### src/common/modem_sup_pkg.sv
// Constants shared by the modem handshake supervisor and its tick divider.
// Assumes a 250 MHz system clock and a 32-bit AXI4-Lite register bus.
`default_nettype none
package modem_sup_pkg;
  // Clock and supervision timing
  localparam int unsigned CLK_HZ        = 250_000_000;
  localparam int unsigned TICK_MS       = 10;
  localparam int unsigned TICK_CYCLES   = CLK_HZ / 1000 * TICK_MS;
  localparam int unsigned DSR_LOSS_MS   = 10;
  localparam int unsigned PRECHECK_MS   = 20;
  localparam int unsigned CTS_FAIL_S    = 30;
  localparam int unsigned DSR_LOSS_TICKS = DSR_LOSS_MS / TICK_MS;
  localparam int unsigned PRE_TICKS      = PRECHECK_MS / TICK_MS;
  localparam int unsigned CTS_TICKS      = CTS_FAIL_S * 1000 / TICK_MS;
  localparam int unsigned TIMER_W        = 12;

  // Register byte offsets
  localparam logic [4:0] OFF_CTRL   = 5'h00;
  localparam logic [4:0] OFF_STATUS = 5'h04;
  localparam logic [4:0] OFF_IRQ_ST = 5'h08;
  localparam logic [4:0] OFF_IRQ_MK = 5'h0C;
  localparam logic [4:0] OFF_RESP   = 5'h10;

  // Control register fields
  localparam int unsigned CTRL_START  = 0;
  localparam int unsigned CTRL_DTR    = 1;
  localparam int unsigned CTRL_AUTOAN = 2;
  localparam int unsigned CTRL_RLOAD  = 3;
  localparam int unsigned CTRL_BOOT   = 4;
  localparam int unsigned CTRL_W      = 5;

  // Interrupt status / mask fields
  localparam int unsigned IRQ_DSR_LOSS = 0;
  localparam int unsigned IRQ_CTS_FAIL = 1;
  localparam int unsigned IRQ_W        = 2;

  // Response register: code byte plus valid flag
  localparam int unsigned RESP_VALID_BIT = 8;
  localparam logic [7:0] CODE_DISCONNECT = 8'h01;
  localparam logic [7:0] CODE_CTS_FAIL   = 8'h02;

  // AXI responses
  localparam logic [1:0] AXI_OKAY   = 2'b00;
  localparam logic [1:0] AXI_SLVERR = 2'b10;

  // Supervisor states, one-hot
  typedef enum logic [8:0] {
    ST_OFF      = 9'h001,
    ST_WAIT_DSR = 9'h002,
    ST_PRECHECK = 9'h004,
    ST_WAIT_CTS = 9'h008,
    ST_SEND     = 9'h010,
    ST_RESYNC   = 9'h020,
    ST_IDLE_TR  = 9'h040,
    ST_DROP_DTR = 9'h080,
    ST_QUEUE    = 9'h100
  } sup_state_e;
endpackage
`default_nettype wire

### src/verilog/modem_handshake_supervisor.sv
// Modem handshake supervisor: DSR/RTS/CTS supervision, fault recovery, AXI4-Lite regs.
// Assumes modem inputs already synchronous to clk_sys; single clock domain.
`default_nettype none
// How it works
// - No transmission starts while data-set-ready is low.
// - Once seen, DSR counts as lost only after staying low 10 ms.
// - DSR loss: resync, idle both directions, drop DTR, then queue disconnect.
// - Line start with DSR never seen waits forever, no timeout.
// - CTS already on before RTS: run a 10-20 ms timer awaiting CTS off.
// - CTS still on at timer end is taken as constant; RTS is raised.
// - No transmit until CTS; 30 s without CTS resyncs, idles, drops DTR.
// - CTS failure queues a disconnect carrying the CTS failure code.
// - While RTS is set, CTS is sampled every 10 ms tick.
// - CTS off 30 s with RTS set: queue failure, resync, idle, drop DTR.
// - Receiver is gated off while RTS and half-duplex are both set.
// - After a fault DTR returns alone only with auto-answer, remote load or boot.
// - Half-duplex bit changes only via the mode-definition path, never by the host.
module modem_handshake_supervisor
  import modem_sup_pkg::*;
#(
  parameter int unsigned TICK_LEN = TICK_CYCLES
) (
  input  wire logic        clk_sys,
  input  wire logic        rst_n,
  // AXI4-Lite slave
  input  wire logic [4:0]  s_axi_awaddr,
  input  wire logic        s_axi_awvalid,
  output logic             s_axi_awready,
  input  wire logic [31:0] s_axi_wdata,
  input  wire logic [3:0]  s_axi_wstrb,
  input  wire logic        s_axi_wvalid,
  output logic             s_axi_wready,
  output logic [1:0]       s_axi_bresp,
  output logic             s_axi_bvalid,
  input  wire logic        s_axi_bready,
  input  wire logic [4:0]  s_axi_araddr,
  input  wire logic        s_axi_arvalid,
  output logic             s_axi_arready,
  output logic [31:0]      s_axi_rdata,
  output logic [1:0]       s_axi_rresp,
  output logic             s_axi_rvalid,
  input  wire logic        s_axi_rready,
  // Modem circuits
  input  wire logic        dsr,
  input  wire logic        cts,
  output logic             rts,
  output logic             dtr,
  // Mode-definition command path
  input  wire logic        mode_def_valid,
  input  wire logic        mode_def_half_duplex,
  // Transmitter / receiver side
  input  wire logic        tx_request,
  output logic             tx_enable,
  output logic             rx_enable,
  output logic             resync_pulse,
  output logic             idle_pulse,
  output logic             irq
);
  sup_state_e            state_q;
  logic                  tick;
  logic [CTRL_W-1:0]     ctrl_q;
  logic                  dtr_q;
  logic                  rts_q;
  logic                  half_duplex_q;
  logic                  dsr_seen_q;
  logic                  cts_fault_q;
  logic [TIMER_W-1:0]    dsr_tmr_q;
  logic [TIMER_W-1:0]    pre_tmr_q;
  logic [TIMER_W-1:0]    cts_tmr_q;
  logic [IRQ_W-1:0]      irq_st_q;
  logic [IRQ_W-1:0]      irq_mk_q;
  logic [7:0]            resp_code_q;
  logic                  resp_valid_q;
  logic                  aw_held_q;
  logic                  w_held_q;
  logic [4:0]            awaddr_q;
  logic [31:0]           wdata_q;
  logic [3:0]            wstrb_q;
  logic                  wr_fire;
  logic                  rd_fire;
  logic                  dsr_lost;
  logic                  cts_expired;
  logic                  started;
  logic                  auto_dtr;
  logic                  host_dtr_wr;

  tick_divider #(
    .CYCLES (TICK_LEN)
  ) u_tick (
    .clk_sys (clk_sys),
    .rst_n   (rst_n),
    .tick    (tick)
  );

  // Timer step: count on tick, saturate at limit
  function automatic logic [TIMER_W-1:0] step(input logic [TIMER_W-1:0] t,
                                              input logic             en);
    step = (en && t != {TIMER_W{1'b1}}) ? t + {{(TIMER_W-1){1'b0}}, 1'b1} : t;
  endfunction

  // Write decode helper
  function automatic logic wr_hit(input logic [4:0] off);
    wr_hit = wr_fire && (awaddr_q == off);
  endfunction

  // AXI write channel: address and data taken independently
  assign s_axi_awready = !aw_held_q;
  assign s_axi_wready  = !w_held_q;
  assign wr_fire = aw_held_q && w_held_q && !s_axi_bvalid;

  always_ff @(posedge clk_sys) begin
    if (!rst_n) begin
      aw_held_q    <= 1'b0;
      w_held_q     <= 1'b0;
      awaddr_q     <= 5'h00;
      wdata_q      <= 32'h0000_0000;
      wstrb_q      <= 4'h0;
      s_axi_bvalid <= 1'b0;
      s_axi_bresp  <= AXI_OKAY;
    end else begin
      if (s_axi_awvalid && !aw_held_q) begin
        aw_held_q <= 1'b1;
        awaddr_q  <= s_axi_awaddr;
      end
      if (s_axi_wvalid && !w_held_q) begin
        w_held_q <= 1'b1;
        wdata_q  <= s_axi_wdata;
        wstrb_q  <= s_axi_wstrb;
      end
      if (wr_fire) begin
        aw_held_q    <= 1'b0;
        w_held_q     <= 1'b0;
        s_axi_bvalid <= 1'b1;
        s_axi_bresp  <= (awaddr_q == OFF_CTRL || awaddr_q == OFF_IRQ_MK) ? AXI_OKAY
                                                                         : AXI_SLVERR;
      end else if (s_axi_bvalid && s_axi_bready) begin
        s_axi_bvalid <= 1'b0;
      end
    end
  end

  // AXI read channel: one read at a time, registered data
  assign s_axi_arready = !s_axi_rvalid;
  assign rd_fire = s_axi_arvalid && !s_axi_rvalid;

  always_ff @(posedge clk_sys) begin
    if (!rst_n) begin
      s_axi_rvalid <= 1'b0;
      s_axi_rdata  <= 32'h0000_0000;
      s_axi_rresp  <= AXI_OKAY;
    end else if (rd_fire) begin
      s_axi_rvalid <= 1'b1;
      s_axi_rresp  <= AXI_OKAY;
      s_axi_rdata  <= 32'h0000_0000;
      unique case (s_axi_araddr)
        OFF_CTRL:   s_axi_rdata <= {27'h0, ctrl_q[CTRL_BOOT:CTRL_DTR+1], dtr_q,
                                    ctrl_q[CTRL_START]};
        OFF_STATUS: s_axi_rdata <= {15'h0, state_q, rx_enable, tx_enable, half_duplex_q,
                                    dsr_seen_q, dtr_q, rts_q, cts, dsr};
        OFF_IRQ_ST: s_axi_rdata <= {30'h0, irq_st_q};
        OFF_IRQ_MK: s_axi_rdata <= {30'h0, irq_mk_q};
        OFF_RESP:   s_axi_rdata <= {23'h0, resp_valid_q, resp_code_q};
        default:    s_axi_rresp <= AXI_SLVERR;
      endcase
    end else if (s_axi_rvalid && s_axi_rready) begin
      s_axi_rvalid <= 1'b0;
    end
  end

  // Control register; the DTR bit is kept apart as dtr_q
  always_comb host_dtr_wr = wr_hit(OFF_CTRL) && wstrb_q[0];

  always_ff @(posedge clk_sys) begin
    if (!rst_n) begin
      ctrl_q   <= '0;
      irq_mk_q <= '0;
    end else begin
      if (host_dtr_wr) begin
        ctrl_q <= wdata_q[CTRL_W-1:0];
      end
      if (wr_hit(OFF_IRQ_MK) && wstrb_q[0]) begin
        irq_mk_q <= wdata_q[IRQ_W-1:0];
      end
    end
  end

  // Half-duplex bit: written only by the mode-definition path
  always_ff @(posedge clk_sys) begin
    if (!rst_n) begin
      half_duplex_q <= 1'b0;
    end else if (mode_def_valid) begin
      half_duplex_q <= mode_def_half_duplex;
    end
  end

  assign started  = ctrl_q[CTRL_START];
  assign auto_dtr = ctrl_q[CTRL_AUTOAN] || ctrl_q[CTRL_RLOAD] || ctrl_q[CTRL_BOOT];

  // DSR supervision: armed once DSR is seen; loss needs two ticks low, so at least 10 ms
  always_ff @(posedge clk_sys) begin
    if (!rst_n) begin
      dsr_seen_q <= 1'b0;
      dsr_tmr_q  <= '0;
    end else if (!started || state_q == ST_RESYNC) begin
      dsr_seen_q <= 1'b0;
      dsr_tmr_q  <= '0;
    end else if (dsr) begin
      dsr_seen_q <= 1'b1;
      dsr_tmr_q  <= '0;
    end else begin
      dsr_tmr_q  <= step(dsr_tmr_q, tick && dsr_seen_q);
    end
  end

  assign dsr_lost = dsr_seen_q && !dsr && (dsr_tmr_q > TIMER_W'(DSR_LOSS_TICKS));

  // CTS pre-check timer before RTS, and CTS wait/loss timer while RTS is set
  always_ff @(posedge clk_sys) begin
    if (!rst_n) begin
      pre_tmr_q <= '0;
      cts_tmr_q <= '0;
    end else begin
      pre_tmr_q <= (state_q == ST_PRECHECK) ? step(pre_tmr_q, tick) : '0;
      if (!rts_q || (tick && cts)) begin
        cts_tmr_q <= '0;
      end else begin
        cts_tmr_q <= step(cts_tmr_q, tick);
      end
    end
  end

  assign cts_expired = rts_q && (cts_tmr_q >= TIMER_W'(CTS_TICKS));

  // Supervisor sequence
  always_ff @(posedge clk_sys) begin
    if (!rst_n) begin
      state_q     <= ST_OFF;
      rts_q       <= 1'b0;
      cts_fault_q <= 1'b0;
    end else if (!started) begin
      state_q <= ST_OFF;
      rts_q   <= 1'b0;
    end else if (dsr_lost && state_q inside {ST_WAIT_DSR, ST_PRECHECK, ST_WAIT_CTS,
                                              ST_SEND}) begin
      state_q     <= ST_RESYNC;
      rts_q       <= 1'b0;
      cts_fault_q <= 1'b0;
    end else if (cts_expired && state_q inside {ST_WAIT_CTS, ST_SEND}) begin
      state_q     <= ST_RESYNC;
      rts_q       <= 1'b0;
      cts_fault_q <= 1'b1;
    end else begin
      unique case (state_q)
        ST_OFF: begin
          state_q <= ST_WAIT_DSR;
        end
        ST_WAIT_DSR: begin
          if (dsr && dtr_q && tx_request) begin
            if (rts_q) begin
              state_q <= ST_WAIT_CTS;
            end else if (cts) begin
              state_q <= ST_PRECHECK;
            end else begin
              rts_q   <= 1'b1;
              state_q <= ST_WAIT_CTS;
            end
          end else begin
            rts_q <= 1'b0;
          end
        end
        ST_PRECHECK: begin
          if (!cts || pre_tmr_q >= TIMER_W'(PRE_TICKS)) begin
            rts_q   <= 1'b1;
            state_q <= ST_WAIT_CTS;
          end
        end
        ST_WAIT_CTS: begin
          if (!tx_request) begin
            rts_q   <= 1'b0;
            state_q <= ST_WAIT_DSR;
          end else if (cts && dsr) begin
            state_q <= ST_SEND;
          end
        end
        ST_SEND: begin
          if (!tx_request) begin
            rts_q   <= 1'b0;
            state_q <= ST_WAIT_DSR;
          end
        end
        ST_RESYNC:   state_q <= ST_IDLE_TR;
        ST_IDLE_TR:  state_q <= ST_DROP_DTR;
        ST_DROP_DTR: state_q <= ST_QUEUE;
        ST_QUEUE:    state_q <= ST_WAIT_DSR;
        default:     state_q <= ST_OFF;
      endcase
    end
  end

  // DTR: host write-modem control, dropped by a fault, auto-raised on options
  always_ff @(posedge clk_sys) begin
    if (!rst_n) begin
      dtr_q <= 1'b0;
    end else if (state_q == ST_DROP_DTR) begin
      dtr_q <= 1'b0;
    end else if (host_dtr_wr) begin
      dtr_q <= wdata_q[CTRL_DTR];
    end else if (state_q == ST_QUEUE && auto_dtr) begin
      dtr_q <= 1'b1;
    end
  end

  // Response slot: CTS failure queues at detection, DSR loss after DTR drop
  always_ff @(posedge clk_sys) begin
    if (!rst_n) begin
      resp_valid_q <= 1'b0;
      resp_code_q  <= 8'h00;
    end else if (cts_expired && state_q inside {ST_WAIT_CTS, ST_SEND} && !dsr_lost) begin
      resp_valid_q <= 1'b1;
      resp_code_q  <= CODE_CTS_FAIL;
    end else if (state_q == ST_QUEUE && !cts_fault_q) begin
      resp_valid_q <= 1'b1;
      resp_code_q  <= CODE_DISCONNECT;
    end else if (rd_fire && s_axi_araddr == OFF_RESP) begin
      resp_valid_q <= 1'b0;
    end
  end

  // Sticky interrupt status, cleared by a read; a new event wins
  always_ff @(posedge clk_sys) begin
    if (!rst_n) begin
      irq_st_q <= '0;
    end else begin
      for (int i = 0; i < IRQ_W; i++) begin
        if (rd_fire && s_axi_araddr == OFF_IRQ_ST) begin
          irq_st_q[i] <= 1'b0;
        end
      end
      if (state_q == ST_QUEUE) begin
        irq_st_q[cts_fault_q ? IRQ_CTS_FAIL : IRQ_DSR_LOSS] <= 1'b1;
      end
    end
  end

  // Outputs toward modem and data path
  assign rts          = rts_q;
  assign dtr          = dtr_q;
  assign tx_enable    = (state_q == ST_SEND) && dsr && cts && dtr_q;
  assign rx_enable    = !(rts_q && half_duplex_q) && state_q != ST_OFF;
  assign resync_pulse = (state_q == ST_RESYNC);
  assign idle_pulse   = (state_q == ST_IDLE_TR);
  assign irq          = |(irq_st_q & irq_mk_q);
endmodule
`default_nettype wire

### src/verilog/tick_divider.sv
// Divider producing the common supervision tick as a one-cycle enable.
// Assumes one free-running system clock and a synchronous active-low reset.
`default_nettype none
module tick_divider
  import modem_sup_pkg::*;
#(
  parameter int unsigned CYCLES = TICK_CYCLES
) (
  input  wire logic clk_sys,
  input  wire logic rst_n,
  output logic      tick
);
  logic [31:0] cnt_q;

  // Count the period and pulse once at its end
  always_ff @(posedge clk_sys) begin
    if (!rst_n) begin
      cnt_q <= 32'h0000_0000;
      tick  <= 1'b0;
    end else if (cnt_q == CYCLES - 1) begin
      cnt_q <= 32'h0000_0000;
      tick  <= 1'b1;
    end else begin
      cnt_q <= cnt_q + 32'h0000_0001;
      tick  <= 1'b0;
    end
  end
endmodule
`default_nettype wire
### config.mk
export PLATFORM = sky130hd
export DESIGN_NAME = modem_handshake_supervisor
export DESIGN_NICKNAME = d
export VERILOG_FILES = /design/src/common/modem_sup_pkg.sv /design/src/verilog/modem_handshake_supervisor.sv /design/src/verilog/tick_divider.sv
export SDC_FILE = /design/constraint.sdc
export NUM_CORES = 1
export LEC_CHECK = 0
export BUFFER_PORTS_ARGS = -buffer_cell sky130_fd_sc_hd__buf_2
export CELL_PAD_IN_SITES_DETAIL_PLACEMENT = 1
export CELL_PAD_IN_SITES_GLOBAL_PLACEMENT = 1
export CORE_ASPECT_RATIO = 1.2
export CORE_MARGIN = 4
export CORE_UTILIZATION = 33
export DETAILED_ROUTE_END_ITERATION = 10
export PLACE_DENSITY_LB_ADDON = 0.1
export REMOVE_ABC_BUFFERS = 1
export SLEW_MARGIN = 10
export SYNTH_ARGS = -nofsm -noshare
export SYNTH_HDL_FRONTEND = slang
export SYNTH_SLANG_ARGS = --single-unit
### constraint.sdc
create_clock -name clk_sys -period 4.44 [get_ports clk_sys]
set_input_delay 0.444 -clock clk_sys [delete_from_list [all_inputs] [get_ports clk_sys]]
set_output_delay 0.444 -clock clk_sys [all_outputs]
set_load 0.02 [all_outputs]
==> flow_summary.toml, run 1 <==
[run_status]
status = "finished clean"

[synthesis]
ys_ff_latch = 128
synth_top_area_cell = "dfxtp_1"
synth.top_cells.by_area = "dfxtp_1, nor2_1, xnor2_1"
yosysUniqueCellTypes = 65
postSynthAreaPerCell_um2 = 8.45
ys_warn_count = 0
synthArstFlopShare_pct = 0
ys_dominant_reg_cell = "dfxtp_1"
ys_seq_area_share_pct = 41.9
synth_edf_count = 0
synth_cells = 724
syn-cell-area_mm2 = 0.00612
synth_top_area_share_pct = 41.9

[timing]
skew_ps = 7.99
fmax_mhz = 394
worst_slack_ps = 1910
slew_violations = 0
setup_viol_count_final = 0
slew_headroom_pct = 29.4
tns_ps = 0
rsz0062_at_grt = "no"
worst_pin_slew_ps = 1050
hold_viol = 0
layout_min_cycle_time_ps = 2530
min_period_over_period_pct = 57.1
whs_ps = 257

[place]
dpl.hpwl_mm = 11.4
pre_cts_ws_ps = 2110
dpl_cell_area_mm2 = 0.00647
io_buffers = 58
gp_congestion = 0.815

[die]
fp.dieH_um = 157
ios = 106
start_util_pct = 33.7
dieArea_mm2 = 0.0208
dieWidth_um = 132
num_rows = 54
core-area_mm2 = 0.0182

[drt]
avgRoutedWirePerCell_um = 15.5
drt_iter0_drc = 121
vias = 5160
wirelength_mm = 15.6
viasPerCell = 5.13
dr.pass1.iters = 6
antenna_left = 0
drc = 0

[cells_and_area]
final_nets = 835
diodes = 0
fillCellCount = 2165
layout-drive-gt1-share_pct = 13.6
fin_area_mm2 = 0.00709
final_cell_mix = "dfxtp_1, nor2_1, buf_2"
area_delta_synth_final_pct = 15.9
final_common_cell = "dfxtp_1"

[global_routing]
track_usage_pct = 15.3
antenna_found_initial = 0
grt_pass1_wl_mm = 26.2
overflow = 0
grt_max_degree = 45
grt_pass1_vias = 5423

[cts]
cts_sinks = 128
post_cts_buffers = 0
cts_hold_buffers = 0
cts_resized = 0
cts.path.max_buffers = 2
clock_latency_ps = 410
h-tree-depth = 4
clkTransAtPathRegs_ps = 60
cts_buffers = 17
tritoncts = "built"
cts-root-buf = "clkbuf_16"

[setup_path]
rr_worst_depth = 5
crit_slowest_cell = "nor4_2"
rrSetupSlack_ps = 2160
reg2reg_to = "u_tick.cnt_q[29]"
path_cells = "nor4_2 > nand4_1 > a21boi_0 > buf_2"
cp-start-kind = "register"
cp_max_fo = 9
end_kind = "output pin"
path_class = "reg2out"
path_buf_inv = 1
max_stage_delay_ps = 570
critPathArrivalTime_ps = 2090
worstPathRequired_ps = 4000
cp_top_family = "simple AND/OR/NAND/NOR gates"
reg2reg_from = "u_tick.cnt_q[19]"

[power_and_ir_drop]
peakVddDrop_mv = 0.260
p_leak_uw = 0.00251
powerDensity_mw_per_mm2 = 384

[worst_hold_path]
hold_path_end = "w_held_q"
hold_class = "in2reg"
hold_path_depth = 3
hold_path_startpoint = "s_axi_wvalid"

[run]
cap_violations = 0
==> Yosys cell counts (3+ instances only) <==
cell type	instances
nor2b_1	4
nand4_1	23
dfxtp_1	128
ha_1	8
a22oi_1	9
or3_1	9
a21o_1	4
and3_1	9
clkbuf_1	24
mux2i_1	21
and4_1	6
and2_1	6
nor4_1	15
nor3_1	27
nand2_1	53
nand3_1	40
nand2b_1	7
buf_2	4
xnor2_1	44
buf_4	17
inv_1	26
xor2_1	14
a21oi_1	35
or4_1	4
nor4b_1	3
mux2_2	3
o21ai_0	12
or2_2	3
buf_8	3
nor2_1	113
a2111oi_0	4
a211oi_1	5
==> registers in the layout (all words and copies together) (netlist names), 5 cells and up <==
name / count
u_tick.cnt_q: 32
s_axi_rdata: 17
cts_tmr_q: 12
dsr_tmr_q: 12
pre_tmr_q: 12
state_q: 9
awaddr_q: 5
wdata_q: 5
==> worst max-delay path by stage <==
stage                          start                to  slack [ps]  cells after the start
floorplan               pre_tmr_q[1]     pre_tmr_q[11]        2310                      6
global placement    u_tick.cnt_q[19]  u_tick.cnt_q[19]        2160                      5
detailed placement   s_axi_araddr[4]    s_axi_rdata[2]        2110                      6
CTS                       state_q[4]         rx_enable        1880                      4
global route              state_q[4]         rx_enable        1770                      4
finish                    state_q[4]         rx_enable        1910                      4
==> final cells by class <==
| class | count | area [µm²] | share of cell area, % |
|---|---|---|---|
| Clock buffer | 20 | 467 | 6.58 |
| Timing Repair Buffer | 61 | 313 | 4.41 |
| Inverter | 27 | 101 | 1.43 |
| Multi-Input combinational cell | 534 | 3210 | 45.3 |
| Sequential cell | 128 | 2560 | 36.1 |
| Tap cell | 224 | 280 | 3.95 |
| Clock inverter | 12 | 158 | 2.22 |
==> metal layers <==
metal  part of all wire (%)  vias up  global-route usage (%)  wire length [µm]
met5                      0        -                       0                 0
met3                    2.8       10                    3.64               438
met4                   0.90        0                    4.06               140
met2                     52       58                    28.6              8160
met1                     44     2500                    17.7              6880
li1                       -     2592                       -                 -
==> worst min-delay path: cells and delay by family <==
family	cells	cell delay (ps)
buf+inv	1	90
simple gates	2	100
==> stage by stage <==
stage                     cells  total power [µW]  util, %
after CTS                  1006              2770     39.0
after global placement      974              1300     35.6
after detailed placement    974              1300     35.6
after floorplan             689              1260        -
after global routing       1006              2840     39.0
final                      1006              2720     39.0
==> report_power, final <==
part           total (µW)  leakage [µW]  switching [µW]  internal [µW]
registers            1170       0.00103            11.3           1160
clock network        1450      0.000299             523            930
logic                99.1       0.00118            67.1           32.1
==> cells by family (layout without fill, tap and decap cells) <==
group / after synthesis / in the layout / synth area share (%)
multiplexers: 24 / 24 / 3.99
buffers and inverters: 78 / 120 / 6.60
other: 1 / 17 / 0.0613
adder cells (fa/ha/maj): 8 / 8 / 1.64
flip-flops: 128 / 128 / 41.9
AND/OR/NAND/NOR: 335 / 335 / 27.5
AO/OA/AOI/OAI: 92 / 92 / 10.0
XOR/XNOR: 58 / 58 / 8.30
Power figures use the tool's default switching activity.
==> inputs of run 2 (changes only) <==
- clock period: 4.44 -> 2.1 ns (I/O delays scaled with it)
==> run 2 against run 1 <==
Compared with the run above: critical path depth increased by 2; combinational power increased by 140%; non-clock buffer count increased by 41; design area increased by 5.3%; core utilization increased by 2.1 points; via count increased by 3.4%; sequential power increased by 110%; clock power increased by 100%; hold slack got worse by 250 ps; worst setup slack got worse by 1800 ps; highest routed layer unchanged.
==> flow_summary.toml, run 2 (synthesis results as in run 1) <==
[place]
dpl_cell_area_mm2 = 0.00675
pre_cts_ws_ps = 50.1
dp_cells = 1011
dpl.hpwl_mm = 12.1
gp_congestion = 0.822
io_buffers = 58

[power_and_ir_drop]
powerDensity_mw_per_mm2 = 759
peakVddDrop_mv = 0.555
p_leak_uw = 0.00273

[die]
start_util_pct = 33.7
ios = 106
num_rows = 54
core-area_mm2 = 0.0182
dieWidth_um = 132
dieArea_mm2 = 0.0208
fp.dieH_um = 157

[setup_path]
end_kind = "output pin"
reg2reg_to = "u_tick.cnt_q[30]"
path_class = "reg2out"
cp_max_fo = 8
critPathArrivalTime_ps = 1830
crit_slowest_cell = "dfxtp_2"
path_buf_inv = 3
max_stage_delay_ps = 340
worstPathRequired_ps = 1890
cpMostUsedCell = "buf_6"
rr_worst_depth = 6
rrSetupSlack_ps = 80
cp_top_family = "buffers and inverters"
cp-start-kind = "register"
path_cells = "buf_6 > nor4_4 > buf_4 > nand4_1 > a21boi_4 > buf_6"
reg2reg_from = "u_tick.cnt_q[27]"

[timing]
setup_viol_count_final = 0
skew_ps = 7.77
worst_slack_ps = 61.5
layout_min_cycle_time_ps = 2040
hold_viol = 0
slew_violations = 0
rsz0062_at_grt = "yes"
worst_pin_slew_ps = 587
tns_ps = 0
slew_headroom_pct = 60.8
min_period_over_period_pct = 97.1
fmax_mhz = 491

[run]
cap_violations = 0

[cells_and_area]
diodes = 0
final_util_pct = 41.1
largestRegisters = "u_tick.cnt_q (32), s_axi_rdata (17)"
fin_area_mm2 = 0.00747
largest_reg_flops = 32
final_common_cell = "dfxtp_1"
instances_no_fill = 1047
fillCellCount = 2178
layout-drive-gt1-share_pct = 19.0
final_cell_mix = "dfxtp_1, nor2_1, buf_2"
area_delta_synth_final_pct = 22.0
regMostFlops = "u_tick.cnt_q"
final_nets = 876

[drt]
viasPerCell = 5.10
routed.top_layer = "met4"
wirelength_mm = 16.3
met3_length_um = 455
avgRoutedWirePerCell_um = 15.5
vias = 5335
drc = 0
wl_met1_mm = 7.20
wl_met2_mm = 8.37
antenna_left = 0
drt_iter0_drc = 134
dr.pass1.iters = 6

[cts]
cts_sinks = 128
clock_latency_ps = 420
tritoncts = "built"
cts_buffers = 17
cts.path.max_buffers = 2
cts-root-buf = "clkbuf_16"
clkTransAtPathRegs_ps = 60
cts_hold_buffers = 0
h-tree-depth = 4

[worst_hold_path]
hold_path_end = "w_held_q"
hold_path_depth = 3
hold_path_startpoint = "s_axi_wvalid"
hold_class = "in2reg"

[global_routing]
grt_pass1_wl_mm = 27.4
antenna_found_initial = 0
overflow = 0
track_usage_pct = 16.0
grt_pass1_vias = 5506
grt_max_degree = 44

[run_status]
status = "finished clean"
==> run 2: cell count changes in the layout (fill, tap and decap cells not counted), moves of 2 or more <==
cell      delta
dfxtp_1      -2
dfxtp_2      +2
nor4_4       +2
inv_6        +2
buf_6        +6
nor4_1       -2
clkinv_4     +2
clkbuf_8     -2
buf_4       +35
==> run 2: tightest hold or removal path: stages <==
cell and delay (ps):
buf_2 90, nor2_1 30, nor2_1 60
==> run 2: how the worst max path moves through the flow <==
stage,depth (start not counted),endpoint,slack (ps),startpoint
final,6,rx_enable,60,state_q[5]
after global routing,6,rx_enable,-40,state_q[5]
after CTS,6,rx_enable,-30,state_q[4]
after detailed placement,6,u_tick.cnt_q[3],50,u_tick.cnt_q[27]
after global placement,6,u_tick.cnt_q[9],60,u_tick.cnt_q[27]
after floorplan,6,pre_tmr_q[11],-30,pre_tmr_q[1]
==> run 2: per-layer routing <==
metal / GRT usage (%) / vias up
li1: - / 2665
met3: 3.29 / 19
met2: 28.6 / 55
met4: 5.69 / 0
met5: 0 / -
met1: 19.1 / 2596
==> run 2: final cells by class <==
| cell class | count | area, µm² | area share [%] |
|---|---|---|---|
| clock inverter | 14 | 158 | 2.11 |
| timing repair buffer | 102 | 653 | 8.75 |
| tap | 224 | 280 | 3.75 |
| multi-input combinational | 534 | 3270 | 43.8 |
| sequential | 128 | 2560 | 34.3 |
| inverter | 27 | 101 | 1.36 |
| clock buffer | 18 | 439 | 5.88 |
==> run 2: power breakdown <==
| part | leakage [µW] | switching (µW) | total [µW] | internal (µW) |
|---|---|---|---|---|
| combinational | 0.00142 | 147 | 233 | 86.8 |
| sequential | 0.00104 | 22.8 | 2480 | 2460 |
| clock | 0.000283 | 1160 | 2960 | 1790 |
==> run 2: timing repair <==
| action | in CTS | in global routing |
|---|---|---|
| pin swaps | 1 | 4 |
| setup buffers | 1 | 3 |
| endpoints found under the setup margin | 2 | 36 |
| resized for setup | 3 | 19 |
| cloned | 0 | 0 |
==> run 2: stage by stage <==
stage,total power (µW),hold slack [ps]
2_1_floorplan,2660,324
3_5_place_dp,2770,444
4_1_cts,5750,0.935
3_3_place_gp,2760,436
5_1_grt,5900,19.9
6_report,5670,11.3
==> inputs of run 3 (changes only) <==
- CTS_CLUSTER_SIZE: unset -> 14
- clock period: 2.1 -> 2 ns (I/O delays scaled with it)
==> run 3 against run 2 <==
Compared with the run above: the flow now finishes with violations (setup timing); first-iteration DRC count grew 15%; cell count grew 1.1%; count of clock-buffer cells in the layout shrank 1; combinational power grew 5%; register-to-register slack lost 110 ps; non-clock buffer count grew 12; via count grew 0.84%; sequential share of layout area shrank 0.40 points; largest power group unchanged; highest routed layer unchanged.
==> flow_summary.toml, run 3 (synthesis results as in run 1) <==
[power_and_ir_drop]
peakVddDrop_mv = 0.589
power.internal_uw = 4290
seqPwrFrac_pct = 45.2
p_comb_share_pct = 4.2
clockPowerShare_pct = 50.5
finalPower_uw = 5760
p_sw_uw = 1470
powerDensity_mw_per_mm2 = 761
swShare_pct = 25.5
p_leak_uw = 0.00279

[setup_path]
end_kind = "register"
worstPathRequired_ps = 2300
cp_max_fo = 24
startpoint = "u_tick.cnt_q[27]"
path_class = "reg2reg"
reg2reg_to = "u_tick.cnt_q[20]"
max_stage_delay_ps = 520
endpoint = "u_tick.cnt_q[20]"
critPathArrivalTime_ps = 2330
crit_slowest_cell = "or4b_4"
reg2reg_from = "u_tick.cnt_q[27]"
cp-start-kind = "register"
rr_worst_depth = 6
path_cells = "or4b_4 > or4_4 > nor4_4 > or2b_4 > buf_12 > nor2_1"
rrSetupSlack_ps = -30

[drt]
drt_iter0_drc = 154
avgRoutedWirePerCell_um = 15.6
viasPerCell = 5.08
dr.pass1.iters = 5
wirelength_mm = 16.6
drc = 0
vias = 5380
antenna_left = 0

[global_routing]
grt_max_degree = 44
overflow = 0
grt_pass1_wl_mm = 27.6
grt_pass1_vias = 5714
track_usage_pct = 16.3
antenna_found_initial = 0

[cts]
cts_sinks = 128
clock_latency_ps = 420
cts.path.max_buffers = 2
clkTransAtPathRegs_ps = 60
cts_buffers = 17
cts-root-buf = "clkbuf_16"
h-tree-depth = 4
tritoncts = "built"

[timing]
slew_violations = 0
worst_pin_slew_ps = 570
min_period_over_period_pct = 101
setup_viol_count_final = 24
hold_viol = 0
whs_ps = 15.5
worst_slack_ps = -29.3
rsz0062_at_grt = "yes"
slew_headroom_pct = 61.9
skew_ps = 9.58
layout_min_cycle_time_ps = 2030
fmax_mhz = 493
tns_ps = -409

[die]
dieArea_mm2 = 0.0208
dieWidth_um = 132
core-area_mm2 = 0.0182
num_rows = 54
start_util_pct = 33.7
ios = 106
fp.dieH_um = 157

[place]
dpl.hpwl_mm = 12.3
io_buffers = 58
gp_congestion = 0.807
dpl_cell_area_mm2 = 0.00684

[cells_and_area]
layout-drive-gt1-share_pct = 21.0
final_common_cell = "dfxtp_1"
largest_reg_flops = 32
diodes = 0
largestRegisters = "u_tick.cnt_q (32), s_axi_rdata (17)"
regMostFlops = "u_tick.cnt_q"
final_cell_mix = "dfxtp_1, nor2_1, buf_2"
fin_area_mm2 = 0.00757
area_delta_synth_final_pct = 23.7
final_nets = 888

[run]
cap_violations = 0

[run_status]
violations = "setup timing"
status = "finished with violations"

[worst_hold_path]
hold_class = "in2reg"
## run 3: changes by cell type in the layout (fill, tap and decap cells not counted), moves of 3 or more
cell,change
a2111oi_0,-3
nor2_1,-3
dfxtp_2,+3
a2111oi_1,+3
dfxtp_1,-3
buf_4,+13
## run 3: per-stage QoR
stage          utilization (%)  setup slack (ps)  std cells
2_1_floorplan                -              -132        689
3_3_place_gp              37.6              12.8       1020
3_5_place_dp              37.6             -42.0       1020
4_1_cts                   41.0             -60.5       1057
5_1_grt                   41.6              -125       1059
6_report                  41.6             -29.3       1059
## run 3: area by class of cell
| cell class | count | area (µm²) |
|---|---|---|
| fill | 2164 | 10600 |
| multi-input combinational | 534 | 3300 |
| sequential | 128 | 2570 |
| timing repair buffer | 114 | 758 |
| clock buffer | 17 | 425 |
| tap | 224 | 280 |
| clock inverter | 15 | 131 |
| inverter | 27 | 101 |
## run 3: critical path, delay by kind of cell, from the launching register on
kind | cells | cell delay, ps
DFF | 1 | 320
and+or+nand+nor | 5 | 1420
buffers and inverters | 1 | 160
## run 3: power by group through the flow
stage	combinational (µW)	clock, µW	sequential, µW
floorplan	129	0	2660
detailed placement	244	0	2660
CTS	246	3010	2600
finish	244	2910	2600
global placement	237	0	2660
global route	269	3130	2610
## run 3: how the worst min path moves through the flow
stage,cells past startpoint,start,endpoint,slack [ps]
floorplan,2,tx_request,state_q[4],310
global placement,3,s_axi_wvalid,w_held_q,420
detailed placement,3,s_axi_awvalid,aw_held_q,440
CTS,3,s_axi_wvalid,w_held_q,0.5
global route,3,s_axi_wdata[4],wdata_q[4],20
finish,3,s_axi_wvalid,w_held_q,20
## run 3: timing repair
action | 4_1_cts | 5_1_grt
gates resized for setup | 5 | 27
setup endpoints to repair | 35 | 46
endpoints found under the hold margin | 1 | 0
buffers inserted | 4 | 2
pin swaps | 3 | 6
hold buffers | 1 | 0
## run 3: per-layer routing
metal  GRT usage [%]  up-vias  part of all wire [%]
li1                -     2693                     -
met1            18.1     2607                    43
met2            30.5       62                    52
met3            3.61       18                   3.1
met4            6.19        0                   1.7
met5               0        -                     0
